**config.mk**
```make
export PLATFORM = sky130hd
export DESIGN_NAME = tpc_bank
export DESIGN_NICKNAME = d
export VERILOG_FILES = /design/src/common/tpc_pkg.sv /design/src/rtl/tpc_bank.sv
export SDC_FILE = /design/constraint.sdc
export NUM_CORES = 1
export LEC_CHECK = 0
export ABC_AREA = 1
export BUFFER_PORTS_ARGS = -buffer_cell sky130_fd_sc_hd__buf_2
export CORE_ASPECT_RATIO = 0.7
export CORE_MARGIN = 10
export CORE_UTILIZATION = 25
export DETAILED_ROUTE_END_ITERATION = 10
export GPL_TIMING_DRIVEN = 0
export HOLD_SLACK_MARGIN = 0.06
export SLEW_MARGIN = 20
export SYNTH_ARGS = -nofsm -noshare
export SYNTH_HDL_FRONTEND = slang
export SYNTH_SLANG_ARGS = --single-unit
```
**constraint.sdc**
```tcl
create_clock -name mclk_i -period 2.26 [get_ports mclk_i]
set_input_delay 0 -clock mclk_i [delete_from_list [all_inputs] [get_ports mclk_i]]
set_output_delay 0 -clock mclk_i [all_outputs]
set_load 0.005 [all_outputs]
```
**src/common/tpc_pkg.sv**
```systemverilog
package tpc_pkg;
  // Register offsets, page 0 (page select bit low)
  localparam logic [3:0] OFS_C1PRE  = 4'hB;
  localparam logic [3:0] OFS_C2PRE  = 4'hC;
  localparam logic [3:0] OFS_HIPRE  = 4'hD;
  localparam logic [3:0] OFS_LOPRE  = 4'hE;
  localparam logic [3:0] OFS_MASK   = 4'hF;
  // Register offsets, page 1 (page select bit high)
  localparam logic [3:0] OFS_WAKE   = 4'h6;
  localparam logic [3:0] OFS_TCTL   = 4'h7;
  localparam logic [3:0] OFS_WDOG   = 4'h8;
  localparam logic [3:0] OFS_CNTSRC = 4'h9;
  localparam logic [3:0] OFS_PULSRC = 4'hA;
  // Time counter control fields
  localparam int TCTL_EXT0_EDGE = 7;
  localparam int TCTL_GIE       = 6;
  localparam int TCTL_SRC       = 5;
  localparam int TCTL_PIN_EDGE  = 4;
  localparam int TCTL_PSEN      = 3;
  // Watchdog control fields
  localparam int WDOG_EN        = 3;
  // Wake control fields
  localparam int WAKE_IR_SINK   = 7;
  // Source/ratio register fields: upper nibble and lower nibble
  localparam int SRC_UP_BIT     = 7;
  localparam int SRC_LO_BIT     = 3;
  // Interrupt mask bit positions
  localparam int IRQ_TCC        = 0;
  localparam int IRQ_EXT0       = 1;
  localparam int IRQ_EXT1       = 2;
  localparam int IRQ_CNT1       = 3;
  localparam int IRQ_CNT2       = 4;
  localparam int IRQ_HIPW       = 5;
  localparam int IRQ_LOPW       = 6;
  localparam int IRQ_CAP        = 7;
  // Values after reset
  localparam logic [7:0] RST_WAKE   = 8'h00;
  localparam logic [7:0] RST_TCTL   = 8'hBF;
  localparam logic [3:0] RST_WDOG   = 4'h0;
  localparam logic [7:0] RST_SRC    = 8'h00;
  localparam logic [7:0] RST_PRE    = 8'h00;
  localparam logic [7:0] RST_MASK   = 8'h00;
  localparam logic [7:0] RST_CNT    = 8'h00;
  // Down-counter channel indices
  localparam int CH_C1 = 0;
  localparam int CH_C2 = 1;
  localparam int CH_HI = 2;
  localparam int CH_LO = 3;
  // Sampled pin indices
  localparam int PIN_SUB  = 0;
  localparam int PIN_MAIN = 1;
  localparam int PIN_TCC  = 2;
  localparam int PIN_EXT0 = 3;
  // Output waveform phase
  typedef enum logic [1:0] {PH_HIGH = 2'b01, PH_LOW = 2'b10} tpc_phase_t;
endpackage : tpc_pkg

```
**src/rtl/tpc_bank.sv**
```systemverilog
// Strobed register access was left to the implementer.
`timescale 1ns/1ps
// Contract
// - Page bit picks page 0 or 1
// - Low-pulse preset readable, counter eight-bit prescaled
// - Low-pulse counter reloads preset after interrupt
// - Low phase lasts ratio times preset plus one
// - Mask holds eight enables, one enables
// - Wake bits active low, lower nibble only
// - Wake-up enabled after reset
// - External interrupt 0 edge select
// - Global enable flag read-only, instruction driven
// - Time counter source instruction clock or pin
// - Pin edge select for time counter
// - Time counter prescale 1:1 or 1:2..1:256
// - Watchdog enable bit, upper nibble unused
// - Watchdog prescale 1:1..1:128 on sub clock
// - Counter 2 source sub or main
// - Counter 2 ratio 1:2..1:256
// - Counter 1 source sub or main
// - Counter 1 ratio 1:2..1:256
// - Low-pulse timer source and ratio
// - High-pulse timer source and ratio
// - High preset sets high phase, alternating
// - Counters 1 and 2 reload preset
module tpc_bank
  import tpc_pkg::*;
(
  input  logic       mclk_i,
  input  logic       rst_i,
  input  logic [3:0] addr_i,
  input  logic [7:0] wdata_i,
  input  logic       wr_i,
  input  logic       rd_i,
  input  logic       page_sel_i,
  input  logic       sub_osc_clock_i,
  input  logic       main_osc_clock_i,
  input  logic       tcc_pin_i,
  input  logic       ext_irq_zero_pin_i,
  input  logic       instr_tick_i,
  input  logic       disable_irq_instr_i,
  input  logic       enable_irq_instr_i,
  input  logic       return_irq_instr_i,
  input  logic       irq_entry_i,
  output logic [7:0] rdata_o,
  output logic [3:0] wake_en_o,
  output logic       ir_sink_strength_o,
  output logic       watchdog_en_o,
  output logic       watchdog_tick_o,
  output logic       time_counter_tick_o,
  output logic       ext0_irq_o,
  output logic       cnt1_irq_o,
  output logic       cnt2_irq_o,
  output logic       hipw_irq_o,
  output logic       lopw_irq_o,
  output logic       pwm_o
);

  logic [7:0]  wake_ff,   nxt_wake;
  logic [7:0]  tctl_ff,   nxt_tctl;
  logic [3:0]  wdog_ff,   nxt_wdog;
  logic [7:0]  cntsrc_ff, nxt_cntsrc;
  logic [7:0]  pulsrc_ff, nxt_pulsrc;
  logic [7:0]  mask_ff,   nxt_mask;
  logic [7:0]  nxt_rdata;
  logic        gie_ff,    nxt_gie;
  logic [7:0]  preset_ff [4];
  logic [7:0]  nxt_preset [4];
  logic [3:0]  rise_w;
  logic [3:0]  fall_w;
  logic [3:0]  term_w;
  logic [3:0]  ch_src;
  logic [2:0]  ch_code [4];
  logic [3:0]  ch_run;
  tpc_phase_t  phase_ff,  nxt_phase;

  // Pin sampling: three stages, a change counts when stages two and three agree
  generate
    for (genvar p = 0; p < 4; p++)
    begin : pin
      logic [2:0] sync_ff;
      logic       lvl_ff;
      logic       nxt_lvl;
      logic [2:0] nxt_sync;
      always_comb
      begin
        nxt_sync = {sync_ff[1:0], 1'b0};
        case (p)
          PIN_SUB:  nxt_sync[0] = sub_osc_clock_i;
          PIN_MAIN: nxt_sync[0] = main_osc_clock_i;
          PIN_TCC:  nxt_sync[0] = tcc_pin_i;
          default:  nxt_sync[0] = ext_irq_zero_pin_i;
        endcase
        nxt_lvl = (sync_ff[1] == sync_ff[2]) ? sync_ff[2] : lvl_ff;
      end
      always_ff @(posedge mclk_i)
      begin
        if (rst_i)
        begin
          sync_ff <= 3'h0;
          lvl_ff  <= 1'b0;
        end
        else
        begin
          sync_ff <= nxt_sync;
          lvl_ff  <= nxt_lvl;
        end
      end
      assign rise_w[p] = nxt_lvl & ~lvl_ff;
      assign fall_w[p] = ~nxt_lvl & lvl_ff;
    end
  endgenerate

  // Per-channel source bit and ratio code
  assign ch_src[CH_C1]  = cntsrc_ff[SRC_LO_BIT];
  assign ch_code[CH_C1] = cntsrc_ff[SRC_LO_BIT-1:0];
  assign ch_src[CH_C2]  = cntsrc_ff[SRC_UP_BIT];
  assign ch_code[CH_C2] = cntsrc_ff[SRC_UP_BIT-1:SRC_LO_BIT+1];
  assign ch_src[CH_HI]  = pulsrc_ff[SRC_LO_BIT];
  assign ch_code[CH_HI] = pulsrc_ff[SRC_LO_BIT-1:0];
  assign ch_src[CH_LO]  = pulsrc_ff[SRC_UP_BIT];
  assign ch_code[CH_LO] = pulsrc_ff[SRC_UP_BIT-1:SRC_LO_BIT+1];
  // Counters 1, 2 run freely; pulse timers run only in their own phase
  assign ch_run = {phase_ff == PH_LOW, phase_ff == PH_HIGH, 2'b11};

  // Prescaled down-counters with auto-reload
  generate
    for (genvar c = 0; c < 4; c++)
    begin : ch
      logic [7:0] pre_ff, nxt_pre;
      logic [7:0] cnt_ff, nxt_cnt;
      logic [7:0] lim;
      logic       edge_w;
      logic       tick_w;
      always_comb
      begin
        lim    = 8'hFF >> (3'h7 - ch_code[c]);
        edge_w = ch_src[c] ? rise_w[PIN_MAIN] : rise_w[PIN_SUB];
        // At or past the limit, so a ratio lowered mid-count never wraps through 255
        tick_w = ch_run[c] & edge_w & (pre_ff >= lim);
        nxt_pre = pre_ff;
        nxt_cnt = cnt_ff;
        if (!ch_run[c])
        begin
          nxt_pre = 8'h00;
          nxt_cnt = preset_ff[c];
        end
        else if (edge_w)
        begin
          nxt_pre = (pre_ff >= lim) ? 8'h00 : pre_ff + 8'h01;
        end
        if (tick_w)
          nxt_cnt = (cnt_ff == 8'h00) ? preset_ff[c] : cnt_ff - 8'h01;
      end
      always_ff @(posedge mclk_i)
      begin
        if (rst_i)
        begin
          pre_ff <= 8'h00;
          cnt_ff <= RST_CNT;
        end
        else
        begin
          pre_ff <= nxt_pre;
          cnt_ff <= nxt_cnt;
        end
      end
      assign term_w[c] = tick_w & (cnt_ff == 8'h00);
    end
  endgenerate

  // High and low phases alternate on each pulse timer's terminal count
  always_comb
  begin
    nxt_phase = phase_ff;
    unique case (phase_ff)
      PH_HIGH: if (term_w[CH_HI]) nxt_phase = PH_LOW;
      PH_LOW:  if (term_w[CH_LO]) nxt_phase = PH_HIGH;
      default: nxt_phase = PH_HIGH;
    endcase
  end

  // Time counter and watchdog prescalers
  logic [7:0] tpre_ff, nxt_tpre;
  logic [6:0] wpre_ff, nxt_wpre;
  logic [7:0] tlim;
  logic [6:0] wlim;
  logic       tsrc_edge;
  logic       nxt_ttick;
  logic       nxt_wtick;
  always_comb
  begin
    tlim = tctl_ff[TCTL_PSEN] ? (8'hFF >> (3'h7 - tctl_ff[2:0])) : 8'h00;
    tsrc_edge = tctl_ff[TCTL_SRC]
              ? (tctl_ff[TCTL_PIN_EDGE] ? fall_w[PIN_TCC] : rise_w[PIN_TCC])
              : instr_tick_i;
    nxt_ttick = tsrc_edge & (tpre_ff >= tlim);
    nxt_tpre  = tsrc_edge ? ((tpre_ff >= tlim) ? 8'h00 : tpre_ff + 8'h01) : tpre_ff;
    wlim = 7'h7F >> (3'h7 - wdog_ff[2:0]);
    nxt_wtick = wdog_ff[WDOG_EN] & rise_w[PIN_SUB] & (wpre_ff >= wlim);
    nxt_wpre  = wpre_ff;
    if (!wdog_ff[WDOG_EN])
      nxt_wpre = 7'h00;
    else if (rise_w[PIN_SUB])
      nxt_wpre = (wpre_ff >= wlim) ? 7'h00 : wpre_ff + 7'h01;
  end

  // Global interrupt enable: enabling instructions win over disabling events
  always_comb
  begin
    nxt_gie = gie_ff;
    if (enable_irq_instr_i | return_irq_instr_i)
      nxt_gie = 1'b1;
    else if (disable_irq_instr_i | irq_entry_i)
      nxt_gie = 1'b0;
  end

  // Register writes and registered read data, decoded by page
  always_comb
  begin
    nxt_wake   = wake_ff;
    nxt_tctl   = tctl_ff;
    nxt_wdog   = wdog_ff;
    nxt_cntsrc = cntsrc_ff;
    nxt_pulsrc = pulsrc_ff;
    nxt_mask   = mask_ff;
    nxt_rdata  = 8'h00;
    for (int k = 0; k < 4; k++)
      nxt_preset[k] = preset_ff[k];
    if (wr_i)
    begin
      if (!page_sel_i)
      begin
        unique case (addr_i)
          OFS_C1PRE: nxt_preset[CH_C1] = wdata_i;
          OFS_C2PRE: nxt_preset[CH_C2] = wdata_i;
          OFS_HIPRE: nxt_preset[CH_HI] = wdata_i;
          OFS_LOPRE: nxt_preset[CH_LO] = wdata_i;
          OFS_MASK:  nxt_mask = wdata_i;
          default:   nxt_mask = mask_ff;
        endcase
      end
      else
      begin
        unique case (addr_i)
          OFS_WAKE:   nxt_wake = {wdata_i[7], 3'h0, wdata_i[3:0]};
          OFS_TCTL:   nxt_tctl = wdata_i;
          OFS_WDOG:   nxt_wdog = wdata_i[3:0];
          OFS_CNTSRC: nxt_cntsrc = wdata_i;
          OFS_PULSRC: nxt_pulsrc = wdata_i;
          default:    nxt_wake = wake_ff;
        endcase
      end
    end
    if (rd_i)
    begin
      if (!page_sel_i)
      begin
        unique case (addr_i)
          OFS_C1PRE: nxt_rdata = preset_ff[CH_C1];
          OFS_C2PRE: nxt_rdata = preset_ff[CH_C2];
          OFS_HIPRE: nxt_rdata = preset_ff[CH_HI];
          OFS_LOPRE: nxt_rdata = preset_ff[CH_LO];
          OFS_MASK:  nxt_rdata = mask_ff;
          default:   nxt_rdata = 8'h00;
        endcase
      end
      else
      begin
        unique case (addr_i)
          OFS_WAKE:   nxt_rdata = wake_ff;
          OFS_TCTL:   nxt_rdata = {tctl_ff[7], gie_ff, tctl_ff[5:0]};
          OFS_WDOG:   nxt_rdata = {4'h0, wdog_ff};
          OFS_CNTSRC: nxt_rdata = cntsrc_ff;
          OFS_PULSRC: nxt_rdata = pulsrc_ff;
          default:    nxt_rdata = 8'h00;
        endcase
      end
    end
  end

  // Interrupt requests gated by mask and global enable
  logic ext0_edge;
  logic irq_ok;
  assign ext0_edge = tctl_ff[TCTL_EXT0_EDGE] ? fall_w[PIN_EXT0] : rise_w[PIN_EXT0];
  assign irq_ok    = gie_ff;

  // State registers and flopped outputs
  always_ff @(posedge mclk_i)
  begin
    if (rst_i)
    begin
      wake_ff             <= RST_WAKE;
      tctl_ff             <= RST_TCTL;
      wdog_ff             <= RST_WDOG;
      cntsrc_ff           <= RST_SRC;
      pulsrc_ff           <= RST_SRC;
      mask_ff             <= RST_MASK;
      gie_ff              <= 1'b0;
      phase_ff            <= PH_HIGH;
      tpre_ff             <= 8'h00;
      wpre_ff             <= 7'h00;
      for (int k = 0; k < 4; k++)
        preset_ff[k] <= RST_PRE;
      rdata_o             <= 8'h00;
      wake_en_o           <= 4'hF;
      ir_sink_strength_o  <= 1'b0;
      watchdog_en_o       <= 1'b0;
      watchdog_tick_o     <= 1'b0;
      time_counter_tick_o <= 1'b0;
      ext0_irq_o          <= 1'b0;
      cnt1_irq_o          <= 1'b0;
      cnt2_irq_o          <= 1'b0;
      hipw_irq_o          <= 1'b0;
      lopw_irq_o          <= 1'b0;
      pwm_o               <= 1'b1;
    end
    else
    begin
      wake_ff             <= nxt_wake;
      tctl_ff             <= nxt_tctl;
      wdog_ff             <= nxt_wdog;
      cntsrc_ff           <= nxt_cntsrc;
      pulsrc_ff           <= nxt_pulsrc;
      mask_ff             <= nxt_mask;
      gie_ff              <= nxt_gie;
      phase_ff            <= nxt_phase;
      tpre_ff             <= nxt_tpre;
      wpre_ff             <= nxt_wpre;
      for (int k = 0; k < 4; k++)
        preset_ff[k] <= nxt_preset[k];
      rdata_o             <= nxt_rdata;
      wake_en_o           <= ~nxt_wake[3:0];
      ir_sink_strength_o  <= nxt_wake[WAKE_IR_SINK];
      watchdog_en_o       <= nxt_wdog[WDOG_EN];
      watchdog_tick_o     <= nxt_wtick;
      time_counter_tick_o <= nxt_ttick;
      ext0_irq_o          <= ext0_edge & mask_ff[IRQ_EXT0] & irq_ok;
      cnt1_irq_o          <= term_w[CH_C1] & mask_ff[IRQ_CNT1] & irq_ok;
      cnt2_irq_o          <= term_w[CH_C2] & mask_ff[IRQ_CNT2] & irq_ok;
      hipw_irq_o          <= term_w[CH_HI] & mask_ff[IRQ_HIPW] & irq_ok;
      lopw_irq_o          <= term_w[CH_LO] & mask_ff[IRQ_LOPW] & irq_ok;
      pwm_o               <= (nxt_phase == PH_HIGH);
    end
  end

  // Checks
  a_page_mask_read: assert property (@(posedge mclk_i) disable iff (rst_i)
    rd_i && !page_sel_i && addr_i == OFS_MASK |=> rdata_o == $past(mask_ff))
    else $error("mask read returned wrong data");
  a_wdog_upper_zero: assert property (@(posedge mclk_i) disable iff (rst_i)
    rd_i && page_sel_i && addr_i == OFS_WDOG |=> rdata_o == {4'h0, $past(wdog_ff)})
    else $error("watchdog upper bits not zero");
  a_gie_cleared: assert property (@(posedge mclk_i) disable iff (rst_i)
    (disable_irq_instr_i || irq_entry_i) && !enable_irq_instr_i && !return_irq_instr_i |=> !gie_ff)
    else $error("global enable not cleared");
  a_wake_inverted: assert property (@(posedge mclk_i) disable iff (rst_i)
    wr_i && page_sel_i && addr_i == OFS_WAKE |=> wake_en_o == ~$past(wdata_i[3:0]))
    else $error("wake enable not inverse of written bits");
  a_low_reload: assert property (@(posedge mclk_i) disable iff (rst_i)
    term_w[CH_LO] |=> phase_ff == PH_HIGH ##1 ch[CH_LO].cnt_ff == preset_ff[CH_LO])
    else $error("low-pulse counter not reloaded");
  a_cnt1_reload: assert property (@(posedge mclk_i) disable iff (rst_i)
    term_w[CH_C1] |=> ch[CH_C1].cnt_ff == $past(preset_ff[CH_C1]))
    else $error("counter 1 not reloaded");
  a_irq_gated: assert property (@(posedge mclk_i) disable iff (rst_i)
    cnt1_irq_o |-> $past(mask_ff[IRQ_CNT1]) && $past(gie_ff) && $past(term_w[CH_C1]))
    else $error("counter 1 irq without enables");
  a_ext0_rising: assert property (@(posedge mclk_i) disable iff (rst_i)
    rise_w[PIN_EXT0] && !tctl_ff[TCTL_EXT0_EDGE] && mask_ff[IRQ_EXT0] && gie_ff |=> ext0_irq_o)
    else $error("ext0 rising edge missed");
  a_tcc_direct: assert property (@(posedge mclk_i) disable iff (rst_i)
    instr_tick_i && !tctl_ff[TCTL_SRC] && !tctl_ff[TCTL_PSEN] |=> time_counter_tick_o)
    else $error("1:1 time counter tick missing");
  a_wdog_off: assert property (@(posedge mclk_i) disable iff (rst_i)
    !wdog_ff[WDOG_EN] |=> !watchdog_tick_o)
    else $error("watchdog ticked while disabled");

endmodule : tpc_bank

```
==> flow_metrics.env <==
export IMPL_status="finished, final reports clean"
export IMPL_min_path_type="in2reg"
export IMPL_core_area_um2=39500
export IMPL_maxCapViolCount=0
export IMPL_start_util_pct=25.2
export IMPL_setup_viol=0
export IMPL_worst_pin_slew_ps=847
export IMPL_die_h_um=187
export IMPL_yosys_top_cells_area="dfxtp_1 (38%), nand2_1 (11%), ha_1 (7.3%)"
export IMPL_clock_sinks=190
export IMPL_path_clk_slew_ps=70
export IMPL_diodes=0
export IMPL_rows=61
export IMPL_clock_path_buffers=2
export IMPL_yosys_area_top_type_share_pct=38.3
export IMPL_groute_usage_overall_pct=11.9
export IMPL_max_freq_mhz=474
export IMPL_via_per_inst=4.59
export IMPL_period_share_pct=93.3
export IMPL_drc_errors=0
export IMPL_ys_seq_elements=190
export IMPL_synth_ff_type="dfxtp_1"
export IMPL_wire_per_inst_um=14.3
export IMPL_critPathRequiredTime_ps=2650
export IMPL_hold_end="preset_ff[1][1]$_SDFFE_PP0P_"
export IMPL_p_total_mw=7.14
export IMPL_yosys_warnings=0
export IMPL_utilization_pct=29.6
export IMPL_ant_nets=0
export IMPL_cts_setup_buffers=0
export IMPL_dp_hpwl_mm=22.0
export IMPL_synth_avg_cell_area_um2=7.15
export IMPL_layout_setup_ws_ps=151
export IMPL_power_density_nw_per_um2=612
export IMPL_via_count=9283
export IMPL_cp_max_fo=8
export IMPL_rr_worst_depth=10
export IMPL_grt_pass1_wl_mm=45.8
export IMPL_num_io_pins=48
export IMPL_drive_gt1_share_pct=9.83
export IMPL_r2r_slack_ps=190
export IMPL_reg2reg_from="pulsrc_ff[0]$_SDFFE_PP0P_"
export IMPL_grt_pass1_vias=8557
export IMPL_drt_wl_total_mm=28.8
export IMPL_start_kind="input port"
export IMPL_synth_cell_types=48
export IMPL_cts_root_buffer="clkbuf_16"
export IMPL_ir_drop_v=0.000607
export IMPL_syn_nets=1474
export IMPL_initialDrtViolationCount=769
export IMPL_syn_cell_area_um2=9940
export IMPL_synth_edff_count=0
export IMPL_routabilityCongestion=0.901
export IMPL_ctsHtreeMaxLevel=4
export IMPL_clk_insertion_delay_late_ps=460
export IMPL_io_buffers=44
export IMPL_fill_cells=4283
export IMPL_syn2layout_area_growth_pct=17.4
export IMPL_hold_viol=0
export IMPL_reg2reg_to="ch[2].pre_ff[5]$_SDFFE_PP0N_"
export IMPL_cts_tree="built"
export IMPL_rsz0062_at_grt="no"
export IMPL_arrival_ps=2500
export IMPL_syn_instance_count=1390
export IMPL_whs_path_depth=5
export IMPL_synth_top_area_cell="dfxtp_1"
export IMPL_seq_area_frac_synth_pct=38.3
export IMPL_fin_skew_ps=8.18
export IMPL_synthArstFlopShare_pct=0
export IMPL_critPathCaptureType="flip-flop"
export IMPL_grt_remaining_overflow=0
export IMPL_grt_max_degree=18
export IMPL_finalCriticalPeriod_ps=2110
export IMPL_critical_path_class="in2reg"
export IMPL_nNetsFinal=1557
export IMPL_relSlewSlack_pct=43.5
export IMPL_die_area_um2=48300
export IMPL_tns_ps=0
export IMPL_maxSlewViolCount=0
export IMPL_leakage_nw=5.04
export IMPL_dr_pass1_iters=6
export IMPL_antenna_found_initial=0
export IMPL_pre_cts_ws_ps=10.2
export IMPL_cts_buffers=17
export IMPL_hold_path_startpoint="addr_i[3]"
export IMPL_die_w_um=258
## routing by layer
layer / GRT usage (%) / wire [um]
met2: 17.6 / 12300
met5: 0 / 0
met4: 2.66 / 267
met3: 2.79 / 1850
met1: 17.1 / 14500
## worst max path at each step
stage	start	end	slack [ps]	cells past startpoint
2_1_floorplan	pulsrc_ff[2]$_SDFFE_PP0P_	ch[2].cnt_ff[5]$_SDFFE_PP0P_	480	10
3_3_place_gp	pulsrc_ff[1]$_SDFFE_PP0P_	ch[2].pre_ff[5]$_SDFFE_PP0N_	10	10
3_5_place_dp	pulsrc_ff[1]$_SDFFE_PP0P_	ch[2].pre_ff[5]$_SDFFE_PP0N_	10	10
4_1_cts	pulsrc_ff[1]$_SDFFE_PP0P_	ch[2].pre_ff[5]$_SDFFE_PP0N_	70	10
5_1_grt	pulsrc_ff[0]$_SDFFE_PP0P_	ch[2].pre_ff[5]$_SDFFE_PP0N_	9	10
6_report	addr_i[1]	rdata_o[5]$_SDFF_PP0_	150	9
## placed cells by master, fill, tap and decap left out, types with 5 or more instances in the layout
master / count
o21a_1: 10
dlygate4sd3_1: 20
o211ai_1: 7
clkbuf_16: 17
xnor2_1: 8
clkinv_4: 5
nor4_1: 7
dfxtp_1: 187
nand2_1: 300
o21ai_0: 129
ha_1: 58
buf_2: 54
nand3_1: 60
nor2_1: 159
xor2_1: 26
o22ai_1: 11
nand4_1: 17
inv_1: 162
nor2_4: 6
a21oi_1: 123
inv_2: 10
nand2_2: 9
clkbuf_1: 12
nand2_4: 8
nor3_1: 18
## area by class of cell
class                   count  area, um2  share of cell area, %
repair buffers             64        420                   3.60
well taps                 535        669                   5.74
multi-input cells         998       5360                   46.0
inverters                 173        649                   5.57
plain buffers              29        155                   1.33
clock inverters            13        160                   1.37
flip-flops and latches    190       3810                   32.6
clock buffers              19        443                   3.80
## registers in the layout, indices dropped and copies added (netlist names), 12 cells and up
register / count
ch.cnt_ff: 32
ch.pre_ff: 32
preset_ff: 32
pin.sync_ff: 12
## critical path, stage by stage
cell and delay, ps:
dlygate4sd3_1 630, buf_2 210, nand2_1 130, inv_1 130, nand2_1 210, o221ai_1 370
nand2_1 90, a21oi_1 150, dlygate4sd3_1 580
## Yosys cell counts, types with 2 or more instances
cell and count:
nand3_1 60, dfxtp_1 190, nor2_8 2, o21a_1 10, nor2_1 160, buf_6 3
a22o_1 2, nand4_1 17, nand2_4 7, xor2_1 26, nand2_2 7, nor3b_1 3
inv_1 162, a211oi_1 3, nor3_4 2, xnor2_1 8, nand3_4 2, a21oi_1 123
nand2_1 303, nor2_2 3, nor2_4 5, nor3_1 20, o21ai_4 2, and3_1 2
buf_2 10, buf_4 3, o22ai_1 11, nand3_2 2, ha_1 58, o21ai_0 129
nand3b_1 2, a31oi_1 2, clkbuf_1 11, inv_2 10, buf_1 2, or2_2 2
nor4_1 7, o211ai_1 7, a21o_1 3
## cells by family (layout without fill, tap and decap cells)
group	count (synthesis)	count (layout)	share of synthesized area, %
flops	190	190	38.3
simple gates	609	609	27.2
fa+ha+maj	58	58	7.30
xor+xnor	34	34	3.00
buf+inv	202	298	8.09
compound gates	297	297	16.1
## where the power goes
part / total [mW] / internal [mW] / switching (mW)
Combinational: 0.582 / 0.187 / 0.395
Sequential: 3.43 / 3.39 / 0.0416
Clock: 3.12 / 1.69 / 1.44
## timing repair
action | CTS | global route
hold endpoints to repair | 76 | 0
setup endpoints to repair | 1 | 31
pin swaps | 0 | 0
gates resized for setup | 1 | 10
hold buffers | 20 | 0
gates cloned | 0 | 0
## metrics by stage
| step | instance area [um2] | cells | hold WS (ps) |
|---|---|---|---|
| 2_1_floorplan | 9940 | 1390 | 107 |
| 3_5_place_dp | 10800 | 1969 | 218 |
| 5_1_grt | 11700 | 2021 | 119 |
| 3_3_place_gp | 10800 | 1969 | 210 |
| 6_report | 11700 | 2021 | 123 |
| 4_1_cts | 11600 | 2021 | 79.7 |
No activity file was read; power rests on OpenSTA's default activity.
